`src/fast_tally_consts.svh`:
```
// offsets, field positions and reset values of the tally status block
`ifndef FAST_TALLY_CONSTS_SVH
`define FAST_TALLY_CONSTS_SVH
`define OFS_CTRL 8'h00
`define OFS_STATUS 8'h04
`define OFS_TALLY 8'h08
`define OFS_UPPER 8'h0C
`define OFS_LOWER 8'h10
`define OFS_OVER 8'h14
`define OFS_UNDER 8'h18
`define CTRL_EN 0
`define CTRL_MODE_LO 1
`define CTRL_MODE_HI 4
`define CTRL_SETUP 5
`define CTRL_RUN 6
`define CTRL_INT 7
`define CTRL_W 8
`define STS_W 13
`define BIDIR_MIN 4'h2
`define ZERO32 32'h0000_0000
`define ZERO_CTRL 8'h00
`define ZERO_STS 13'h0000
`endif

```
`src/fast_tally_pkg.sv`:
```
// types shared by the tally status block
package fast_tally_pkg;
   typedef logic [3:0] mode_t;
   typedef struct packed {
      logic countingEnabledStatus;
      logic lowerSetpointCauseBit;
      logic upperSetpointCauseBit;
      logic underflowCauseBit;
      logic overflowCauseBit;
      logic lowerSetpointReachedFlag;
      logic upperSetpointReachedFlag;
      logic directionIndicator;
      logic underflowStatusFlag;
      logic overflowStatusFlag;
      logic singleRunCompletionFlag;
      logic downCountingIndicator;
      logic upCountingIndicator;
   } status_t;
   typedef struct packed {
      logic intEnable;
      logic runMode;
      logic setup;
      mode_t countingModeSelect;
      logic countEnable;
   } ctrl_t;
   typedef struct packed {
      logic hp;
      logic lp;
      logic of;
      logic uf;
   } events_t;
endpackage

```
`src/fast_counter_status_flags.sv`:
```
// status flags, cause bits and running tally of the fast pulse tally unit
`timescale 1ns/1ps
`include "fast_tally_consts.svh"
module fast_counter_status_flags
(
   // clock and reset
   input wire logic clock,
   input wire logic rst_n,
   // count steps from the input decoder, same clock
   input wire logic upPulse,
   input wire logic downPulse,
   // avalon-mm slave
   input wire logic [7:0] address,
   input wire logic read,
   input wire logic write,
   input wire logic [31:0] writedata,
   output logic [31:0] readdata,
   output logic waitrequest,
   // status for neighbouring logic
   output fast_tally_pkg::status_t statusFlags,
   output logic [31:0] runningTally
);

   function automatic logic isBidir(input fast_tally_pkg::mode_t m);
      isBidir = (m >= `BIDIR_MIN);
   endfunction

   fast_tally_pkg::ctrl_t ctrl;
   fast_tally_pkg::events_t ev;
   logic [31:0] upperSetpoint;
   logic [31:0] lowerSetpoint;
   logic [31:0] overflowLimit;
   logic [31:0] underflowLimit;
   logic [31:0] next_tally;
   logic [31:0] next_readdata;
   logic accept;
   logic wrStatus;
   logic setup;
   logic active;
   logic upStep;
   logic downStep;
   logic single;
   fast_tally_pkg::status_t wd;
   fast_tally_pkg::status_t st;

   // a request is taken only on the edge that sees waitrequest low
   assign accept = (read | write) & ~waitrequest;
   assign wrStatus = accept & write & (address == `OFS_STATUS);
   assign setup = accept & write & (address == `OFS_CTRL)
      & writedata[`CTRL_SETUP];
   assign wd = fast_tally_pkg::status_t'(writedata[`STS_W-1:0]);
   assign single = ~isBidir(ctrl.countingModeSelect);
   assign active = ctrl.countEnable & ctrl.runMode;
   // both pulses at once cancel: no net step
   assign upStep = active & upPulse & ~downPulse;
   assign downStep = active & downPulse & ~upPulse
      & isBidir(ctrl.countingModeSelect);

   // interrupt events, not gated by the interrupt enable; intEnable gates only the cause bits
   always_comb
   begin
      ev.of = upStep & (runningTally == overflowLimit);
      ev.uf = downStep & (runningTally == underflowLimit);
      ev.hp = upStep & (runningTally + 32'h1 == upperSetpoint);
      ev.lp = downStep & (runningTally - 32'h1 == lowerSetpoint);
   end

   // bus handshake: one wait cycle, then a single ready cycle
   always_ff @(posedge clock)
   begin
      if (!rst_n)
         waitrequest <= 1'b1;
      else
         waitrequest <= ~((read | write) & waitrequest);
   end

   always_comb
   begin
      next_readdata = `ZERO32;
      if (address == `OFS_CTRL)
         next_readdata = {24'h000000, ctrl};
      else if (address == `OFS_STATUS)
         next_readdata = {19'h00000, statusFlags};
      else if (address == `OFS_TALLY)
         next_readdata = runningTally;
      else if (address == `OFS_UPPER)
         next_readdata = upperSetpoint;
      else if (address == `OFS_LOWER)
         next_readdata = lowerSetpoint;
      else if (address == `OFS_OVER)
         next_readdata = overflowLimit;
      else if (address == `OFS_UNDER)
         next_readdata = underflowLimit;
   end

   // read data is loaded on the edge that drops waitrequest
   always_ff @(posedge clock)
   begin
      if (!rst_n)
         readdata <= `ZERO32;
      else if (read & waitrequest)
         readdata <= next_readdata;
   end

   // control and limit registers; setup bit is a strobe
   always_ff @(posedge clock)
   begin
      if (!rst_n)
      begin
         ctrl <= fast_tally_pkg::ctrl_t'(`ZERO_CTRL);
         upperSetpoint <= `ZERO32;
         lowerSetpoint <= `ZERO32;
         overflowLimit <= `ZERO32;
         underflowLimit <= `ZERO32;
      end
      else
      begin
         ctrl.setup <= 1'b0;
         if (accept & write)
         begin
            if (address == `OFS_CTRL)
               ctrl <= fast_tally_pkg::ctrl_t'(writedata[`CTRL_W-1:0]);
            else if (address == `OFS_UPPER)
               upperSetpoint <= writedata;
            else if (address == `OFS_LOWER)
               lowerSetpoint <= writedata;
            else if (address == `OFS_OVER)
               overflowLimit <= writedata;
            else if (address == `OFS_UNDER)
               underflowLimit <= writedata;
         end
      end
   end

   // running tally
   always_comb
   begin
      next_tally = runningTally;
      if (single & (ev.hp | ev.of))
         next_tally = `ZERO32;
      else if (ev.of)
         next_tally = underflowLimit;
      else if (ev.uf)
         next_tally = overflowLimit;
      else if (upStep)
         next_tally = runningTally + 32'h1;
      else if (downStep)
         next_tally = runningTally - 32'h1;
   end

   always_ff @(posedge clock)
   begin
      if (!rst_n | setup)
         runningTally <= `ZERO32;
      else
         runningTally <= next_tally;
   end

   // flags; hardware set beats a status write clear, but a setup write clears every flag
   always_comb
   begin
      st = statusFlags;
      if (wrStatus)
      begin
         st.singleRunCompletionFlag = wd.singleRunCompletionFlag;
         st.overflowStatusFlag = wd.overflowStatusFlag;
         st.underflowStatusFlag = wd.underflowStatusFlag;
         st.overflowCauseBit = wd.overflowCauseBit;
         st.underflowCauseBit = wd.underflowCauseBit;
         st.upperSetpointCauseBit = wd.upperSetpointCauseBit;
         st.lowerSetpointCauseBit = wd.lowerSetpointCauseBit;
         // reached flag is rewritten from next_tally below in the same cycle whenever runMode is set
         st.upperSetpointReachedFlag = wd.upperSetpointReachedFlag;
      end
      st.countingEnabledStatus = ctrl.countEnable;
      st.upCountingIndicator = ctrl.countEnable;
      st.downCountingIndicator = ctrl.countEnable
         & isBidir(ctrl.countingModeSelect);
      if (single & ev.hp)
         st.singleRunCompletionFlag = 1'b1;
      // no fault path exists; flags are the only record
      if (ev.of)
         st.overflowStatusFlag = 1'b1;
      if (ev.uf)
         st.underflowStatusFlag = 1'b1;
      if (upStep)
         st.directionIndicator = 1'b1;
      else if (downStep)
         st.directionIndicator = 1'b0;
      if (ctrl.runMode)
      begin
         st.upperSetpointReachedFlag =
            $signed(next_tally) >= $signed(upperSetpoint);
         st.lowerSetpointReachedFlag =
            $signed(next_tally) <= $signed(lowerSetpoint);
      end
      if (ctrl.intEnable)
      begin
         if (ev.hp | ev.lp | ev.uf)
            st.overflowCauseBit = 1'b0;
         if (ev.hp | ev.lp | ev.of)
            st.underflowCauseBit = 1'b0;
         if (ev.lp | ev.of | ev.uf)
            st.upperSetpointCauseBit = 1'b0;
         if (ev.hp | ev.of | ev.uf)
            st.lowerSetpointCauseBit = 1'b0;
         if (ev.of)
            st.overflowCauseBit = 1'b1;
         if (ev.uf)
            st.underflowCauseBit = 1'b1;
         if (ev.hp)
            st.upperSetpointCauseBit = 1'b1;
         if (ev.lp)
            st.lowerSetpointCauseBit = 1'b1;
      end
   end

   always_ff @(posedge clock)
   begin
      if (!rst_n | setup)
         statusFlags <= fast_tally_pkg::status_t'(`ZERO_STS);
      else
         statusFlags <= st;
   end

   // checks
   AST_UP_IND: assert property (@(posedge clock) disable iff (!rst_n)
      ctrl.countEnable |=> statusFlags.upCountingIndicator | $past(setup))
      else $error("up indicator not set while enabled");

   AST_DOWN_IND: assert property (@(posedge clock) disable iff (!rst_n)
      statusFlags.downCountingIndicator |-> ~$past(single))
      else $error("down indicator set in single mode");

   AST_DONE: assert property (@(posedge clock) disable iff (!rst_n)
      single & ev.hp & ~setup |=> statusFlags.singleRunCompletionFlag)
      else $error("completion flag missed");

   AST_OVF: assert property (@(posedge clock) disable iff (!rst_n)
      ev.of & ~setup |=> statusFlags.overflowStatusFlag)
      else $error("overflow flag missed");

   AST_UNF: assert property (@(posedge clock) disable iff (!rst_n)
      ev.uf & ~setup |=> statusFlags.underflowStatusFlag)
      else $error("underflow flag missed");

   AST_DIR_HOLD: assert property (@(posedge clock) disable iff (!rst_n)
      ~upStep & ~downStep & ~setup |=> $stable(statusFlags.directionIndicator))
      else $error("direction changed without a step");

   AST_DIR_DOWN: assert property (@(posedge clock) disable iff (!rst_n)
      downStep & ~setup |=> ~statusFlags.directionIndicator)
      else $error("direction not cleared on decrement");

   AST_OF_CAUSE: assert property (@(posedge clock) disable iff (!rst_n)
      ctrl.intEnable & ev.uf & ~ev.of & ~setup |=> ~statusFlags.overflowCauseBit)
      else $error("overflow cause not cleared");

   AST_UF_CAUSE: assert property (@(posedge clock) disable iff (!rst_n)
      ctrl.intEnable & ev.uf & ~setup |=> statusFlags.underflowCauseBit)
      else $error("underflow cause not set");

   AST_ZERO: assert property (@(posedge clock) disable iff (!rst_n)
      single & ev.hp & ~setup |=> runningTally == `ZERO32)
      else $error("tally not zeroed");

   AST_SETUP: assert property (@(posedge clock) disable iff (!rst_n)
      setup |=> statusFlags == fast_tally_pkg::status_t'(`ZERO_STS))
      else $error("flags not cleared by setup");

   AST_WAIT: assert property (@(posedge clock) disable iff (!rst_n)
      (read | write) & waitrequest |=> ~waitrequest ##1 waitrequest)
      else $error("bus answer not one cycle");

   AST_UP_CLR: assert property (@(posedge clock) disable iff (!rst_n)
      ~ctrl.countEnable |=> ~statusFlags.upCountingIndicator)
      else $error("up indicator set while disabled");

   AST_DOWN_SET: assert property (@(posedge clock) disable iff (!rst_n)
      ctrl.countEnable & ~single & ~setup |=> statusFlags.downCountingIndicator)
      else $error("down indicator not set in bidirectional mode");

   AST_EN_STS: assert property (@(posedge clock) disable iff (!rst_n)
      ~setup |=> statusFlags.countingEnabledStatus == $past(ctrl.countEnable))
      else $error("counting enabled status differs from enable");

   AST_OVF_HOLD: assert property (@(posedge clock) disable iff (!rst_n)
      statusFlags.overflowStatusFlag & ~wrStatus & ~setup |=> statusFlags.overflowStatusFlag)
      else $error("overflow flag cleared by hardware");

   AST_UNF_HOLD: assert property (@(posedge clock) disable iff (!rst_n)
      statusFlags.underflowStatusFlag & ~wrStatus & ~setup
         |=> statusFlags.underflowStatusFlag)
      else $error("underflow flag cleared by hardware");

   AST_DIR_UP: assert property (@(posedge clock) disable iff (!rst_n)
      upStep & ~setup |=> statusFlags.directionIndicator)
      else $error("direction not set on increment");

   // tally after the edge is the next tally that the flag was built from
   AST_HP_REACHED: assert property (@(posedge clock) disable iff (!rst_n)
      ctrl.runMode & ~setup |=> statusFlags.upperSetpointReachedFlag
         == ($signed(runningTally) >= $signed($past(upperSetpoint))))
      else $error("upper reached flag wrong");

   AST_LP_REACHED: assert property (@(posedge clock) disable iff (!rst_n)
      ctrl.runMode & ~setup |=> statusFlags.lowerSetpointReachedFlag
         == ($signed(runningTally) <= $signed($past(lowerSetpoint))))
      else $error("lower reached flag wrong");

   AST_OF_CAUSE_SET: assert property (@(posedge clock) disable iff (!rst_n)
      ctrl.intEnable & ev.of & ~setup |=> statusFlags.overflowCauseBit)
      else $error("overflow cause not set");

   AST_UF_CAUSE_CLR: assert property (@(posedge clock) disable iff (!rst_n)
      ctrl.intEnable & (ev.hp | ev.lp | ev.of) & ~ev.uf & ~setup
         |=> ~statusFlags.underflowCauseBit)
      else $error("underflow cause not cleared");

   AST_HP_CAUSE: assert property (@(posedge clock) disable iff (!rst_n)
      ctrl.intEnable & ev.hp & ~setup |=> statusFlags.upperSetpointCauseBit)
      else $error("upper cause not set");

   AST_HP_CAUSE_CLR: assert property (@(posedge clock) disable iff (!rst_n)
      ctrl.intEnable & (ev.lp | ev.of | ev.uf) & ~ev.hp & ~setup
         |=> ~statusFlags.upperSetpointCauseBit)
      else $error("upper cause not cleared");

   AST_LP_CAUSE: assert property (@(posedge clock) disable iff (!rst_n)
      ctrl.intEnable & ev.lp & ~setup |=> statusFlags.lowerSetpointCauseBit)
      else $error("lower cause not set");

   AST_LP_CAUSE_CLR: assert property (@(posedge clock) disable iff (!rst_n)
      ctrl.intEnable & (ev.hp | ev.of | ev.uf) & ~ev.lp & ~setup
         |=> ~statusFlags.lowerSetpointCauseBit)
      else $error("lower cause not cleared");

   AST_ZERO_OF: assert property (@(posedge clock) disable iff (!rst_n)
      single & ev.of & ~setup |=> runningTally == `ZERO32)
      else $error("tally not zeroed on overflow");

   // cause bits only move on interrupts, a software write or setup
   AST_CAUSE_QUIET: assert property (@(posedge clock) disable iff (!rst_n)
      ~ctrl.intEnable & ~wrStatus & ~setup |=> $stable(statusFlags.overflowCauseBit))
      else $error("overflow cause moved without interrupt");

   AST_SETUP_TALLY: assert property (@(posedge clock) disable iff (!rst_n)
      setup |=> runningTally == `ZERO32)
      else $error("tally not cleared by setup");

   AST_READ_TALLY: assert property (@(posedge clock) disable iff (!rst_n)
      read & waitrequest & (address == `OFS_TALLY) |=> readdata == $past(runningTally))
      else $error("tally read data wrong");

   COV_OF: cover property (@(posedge clock) disable iff (!rst_n) ev.of);
   COV_HP: cover property (@(posedge clock) disable iff (!rst_n) ev.hp & single);
   COV_UF: cover property (@(posedge clock) disable iff (!rst_n) ev.uf);
   COV_LP: cover property (@(posedge clock) disable iff (!rst_n) ev.lp);
   COV_REV: cover property (@(posedge clock) disable iff (!rst_n)
      upStep ##[1:20] downStep);
endmodule

```
`config.mk`:
```
export PLATFORM = sky130hd
export DESIGN_NAME = fast_counter_status_flags
export DESIGN_NICKNAME = d
export VERILOG_FILES = /design/src/fast_tally_pkg.sv /design/src/fast_counter_status_flags.sv
export VERILOG_INCLUDE_DIRS = /design/src
export SDC_FILE = /design/constraint.sdc
export NUM_CORES = 1
export LEC_CHECK = 0
export BUFFER_PORTS_ARGS = -buffer_cell sky130_fd_sc_hd__buf_4
export CAP_MARGIN = 10
export CORE_ASPECT_RATIO = 1.1
export CORE_UTILIZATION = 64
export CTS_BUF_LIST = sky130_fd_sc_hd__clkbuf_2 sky130_fd_sc_hd__clkbuf_4 sky130_fd_sc_hd__clkbuf_8
export DETAILED_ROUTE_END_ITERATION = 12
export PLACE_DENSITY = 0.9
export REMOVE_ABC_BUFFERS = 1
export SLEW_MARGIN = 10
export SYNTH_ARGS = -nofsm -noshare
export SYNTH_HDL_FRONTEND = slang
export SYNTH_SLANG_ARGS = --single-unit
```
`constraint.sdc`:
```
create_clock -name clock -period 13.15 [get_ports clock]
set_input_delay 1.9725 -clock clock [delete_from_list [all_inputs] [get_ports clock]]
set_output_delay 1.9725 -clock clock [all_outputs]
set_load 0.05 [all_outputs]
```
==> impl_summary.md <==
Routing
Dividing the detail-routed wire length by the instance count gives 24.70 µm. In this run the remaining antenna-violating nets after routing total 0. Detailed routing inserted a total of 15970 vias.

For this block, the routed nets add up to 58.02 mm of wire. The initial detailed-routing violation count is 2137. The first TritonRoute pass finished after 6 iterations. After detailed routing, the number of vias per cell comes to 6.797. After detailed routing, the number of remaining DRC violations is 0.

Final layout
Of the cells placed in the final design, the portion with a size suffix greater than 1 is 11.66%. The antenna diode instance count is 0. Relative to the synthesized area, the layout overhead comes to 10.89%. In the layout the commonest cells are sky130_fd_sc_hd__nand2_1, sky130_fd_sc_hd__dfxtp_1, sky130_fd_sc_hd__nor2_1. The library cell used most frequently in the layout, excluding fill and tap cells, is sky130_fd_sc_hd__nand2_1. After the last flow step, the layout net total stands at 2136.

Critical path
The critical path goes through nand4_1, or3_1, or3_1, nor2_1, xnor2_1, nand3_1, nor4bb_1, o21a_2, buf_4, nor2_1, ha_1, a21o_1, a21o_1, a21oi_1, nor2_1, a2111oi_0, or3_1, o2111ai_1, xor2_1, a31oi_1. The length in cells of the worst reg-to-reg path is 20. For flop-to-flop paths, the worst setup slack is 5.75 ns. On the critical path, the stage with the largest delay is an instance of sky130_fd_sc_hd__a2111oi_0. The worst register-to-register path ends at statusFlags[6]. The nature of the critical path startpoint is a flip-flop.

The data arrival time at the worst-slack endpoint is 7.91 ns. The capturing element type of the critical path is a flip-flop. The largest single stage delay on the critical path is 0.89 ns. In this run the worst path has a maximum fanout of 48. The critical path in this run is classified as flip-flop to flip-flop. The reg-to-reg startpoint is runningTally[3]. The required arrival time at the worst endpoint is 13.66 ns.

Global routing
The overall track demand over capacity in global routing is 46.94%. The via count of the first global-routing pass was 15110. Entering global routing, the biggest net connects 99 pins. The initial antenna violation count came to 0. The global-route wire length before repair is 87.39 mm.

After global routing the overflow that remains totals 0.

Timing
The achievable clock frequency is 135.1 MHz. The routed design could run at a clock period as short as 7.402 ns. The number of failing hold endpoints at the final stage is 0. Summed over all failing endpoints, the final setup total negative slack is 0 ns. Setup repair after global routing left no endpoint under its margin. The count of final max-slew check failures is 0. At the pin with the least slew margin, the transition time is 1.351 ns. Setup violations remaining at the end of the flow were counted as 0. Between clock sinks in the finished design, the worst skew comes to 0.03786 ns. The worst slew slack as a fraction of its limit is 9.265%. The worst path uses 56.29% of the clock period.

The worst-case setup margin in the final layout is 5.748 ns.

Logic synthesis
The count of flip-flops with a built-in enable after synthesis is 0. The mean cell area of the mapped netlist is 7.566 µm². Yosys printed 0 warnings. The synthesized netlist occupies a cell area of 15190 µm². The share of the Yosys chip area taken by registers is 28.08%. In the post-synthesis netlist, the biggest area contributors are sky130_fd_sc_hd__dfxtp_1, sky130_fd_sc_hd__nand2_1, sky130_fd_sc_hd__xnor2_1, sky130_fd_sc_hd__a21boi_0, sky130_fd_sc_hd__ha_1.

The top cell type by total area after synthesis is sky130_fd_sc_hd__dfxtp_1. The synthesized design contains 213 register bits. In the synthesized netlist the dominant register cell turns out to be sky130_fd_sc_hd__dfxtp_1. The share of async-settable or async-resettable flops after synthesis is 0%. The cell count after synthesis came out at 2007.

Of the post-synthesis cell area, the dominant cell type holds 28.08%. After synthesis, the netlist uses 69 different library cells.

Clock network
The H-tree was split into 2 levels. Hold repair after CTS inserted 0 buffers. The CTS tree is yes. The worst-case clock buffer depth is 3. The insertion delay to the later sink of the worst-skew pair is 0.58 ns. Clock tree synthesis selected as its root buffer the cell sky130_fd_sc_hd__clkbuf_8.

Clock-pin slew was measured on the worst setup and hold paths at 0.06 ns. Buffers inserted during clock tree synthesis total 37. In this run the post-CTS setup repair buffer count came out at 0. The number of gates resized after cts is 0. Counting every sink on the clock net gives 213.

Power and ir drop
The part of the power in registers is 44.0%. The power density over the cells is 88.82 nW/µm². Net switching is 26.31% of the power. The highest ir drop seen on vdd is 0.1018 mV. The leakage power is 6.935 nW.

Of the total power, the clock network draws 45.9%. The total internal power is 0.001102 W. Per report_power, the combinational group accounts for 10.1% of the total. Summed over all nets, the switching power comes to 0.0003935 W.

Floorplan
After floorplanning, the core was sized to cover 23080 µm². The initialized floorplan defines 58 standard-cell rows. The die covers 24350 µm². The effective utilization at floorplan is 65.80%. The die is 163.6 µm tall. From left edge to right edge, the die measures 148.9 µm. 124 I/O pins were placed.

Placed design
The HPWL after detailed placement is 40.33 mm. The routability congestion estimate is 1.091. The worst setup slack after placement is 5.960 ns. Input and output buffers added on the ports amount to 123.

Worst hold path
The path class of the lowest-slack min-delay path is flip-flop to flip-flop. The startpoint of the most critical hold path is waitrequest. The destination of the worst hold path is waitrequest.

The number of cells traversed by the worst hold path is 1.

Run status
The run finished with clean final reports.

Run
The tool flagged a number of max-cap violations equal to 0.
-- power by group through the flow --
stage	clock network, W	logic, W	registers [W]
after floorplan	0	0.0000600	0.000696
final	0.000686	0.000152	0.000658
after global routing	0.000709	0.000158	0.000659
after CTS	0.000682	0.000147	0.000658
after detailed placement	0	0.000146	0.000672
after global placement	0	0.000145	0.000671
-- registers in the layout, summed over array words and instances (netlist names) --
signal	flops
upperSetpoint	32
ctrl	8
underflowLimit	32
readdata	32
waitrequest	1
lowerSetpoint	32
statusFlags	12
runningTally	32
overflowLimit	32
-- kinds of logic after synthesis --
family	share of synthesized area, %
AO/OA/AOI/OAI	20.39
XOR/XNOR	10.73
adder cells (fa/ha/maj)	5.438
buffers and inverters	6.147
flip-flops	28.08
multiplexers	4.738
AND/OR/NAND/NOR	24.48
-- synth_stat cells, types with 66 or more instances --
| master | instances |
|---|---|
| sky130_fd_sc_hd__nand2_1 | 333 |
| sky130_fd_sc_hd__dfxtp_1 | 213 |
| sky130_fd_sc_hd__nor2_1 | 147 |
| sky130_fd_sc_hd__a21boi_0 | 132 |
| sky130_fd_sc_hd__clkbuf_1 | 132 |
| sky130_fd_sc_hd__xnor2_1 | 116 |
| sky130_fd_sc_hd__inv_1 | 74 |
| sky130_fd_sc_hd__nor3_1 | 71 |
| sky130_fd_sc_hd__o21ai_0 | 71 |
| sky130_fd_sc_hd__xor2_1 | 70 |
| sky130_fd_sc_hd__a21oi_1 | 69 |
| sky130_fd_sc_hd__ha_1 | 66 |
-- per-stage QoR --
| step | power, W | util (%) | hold slack (ns) | instance area, µm² | instances |
|---|---|---|---|---|---|
| floorplan | 0.0007556 | - | 0.4534 | 14530 | 1843 |
| global placement | 0.0008161 | 69.44 | 0.4503 | 16030 | 2285 |
| detailed placement | 0.0008178 | 69.44 | 0.4616 | 16030 | 2285 |
| CTS | 0.001487 | 72.97 | 0.4792 | 16840 | 2349 |
| global route | 0.001526 | 72.97 | 0.4971 | 16840 | 2349 |
| finish | 0.001496 | 72.97 | 0.4759 | 16840 | 2349 |
-- routing by layer --
layer | vias to the layer above | GRT usage (%) | wire length (µm)
met3 | 294 | 11.76 | 6729
met4 | 0 | 26.76 | 3447
met5 | - | 0 | 0
met1 | 7442 | 58.49 | 22240
li1 | 7063 | - | -
met2 | 1167 | 73.56 | 25610
-- layout make-up --
class,count,area (µm²)
Multi-Input combinational cell,1556,10040
Inverter,74,277.8
Timing Repair Buffer,142,1066
Clock buffer,56,689.4
Sequential cell,213,4264
Fill cell,1823,6237
Tap cell,300,375.4
Clock inverter,8,125.1
-- how the worst max path moves through the flow --
stage,slack (ns),from,endpoint
6_report,5.75,runningTally[3],statusFlags[6]
4_1_cts,6.08,runningTally[3],statusFlags[6]
3_5_place_dp,5.96,downPulse,statusFlags[7]
3_3_place_gp,5.97,downPulse,statusFlags[7]
2_1_floorplan,2.87,upPulse,statusFlags[7]
5_1_grt,5.34,runningTally[3],statusFlags[6]
-- critical path, delay by kind of cell, from the launching register on --
kind / cells / cell delay, ns
simple gates: 9 / 3.17
xor+xnor: 2 / 0.33
compound gates: 7 / 2.09
buf+inv: 1 / 0.51
fa+ha+maj: 1 / 0.34
flops: 1 / 0.82
Power figures use the tool's default switching activity.
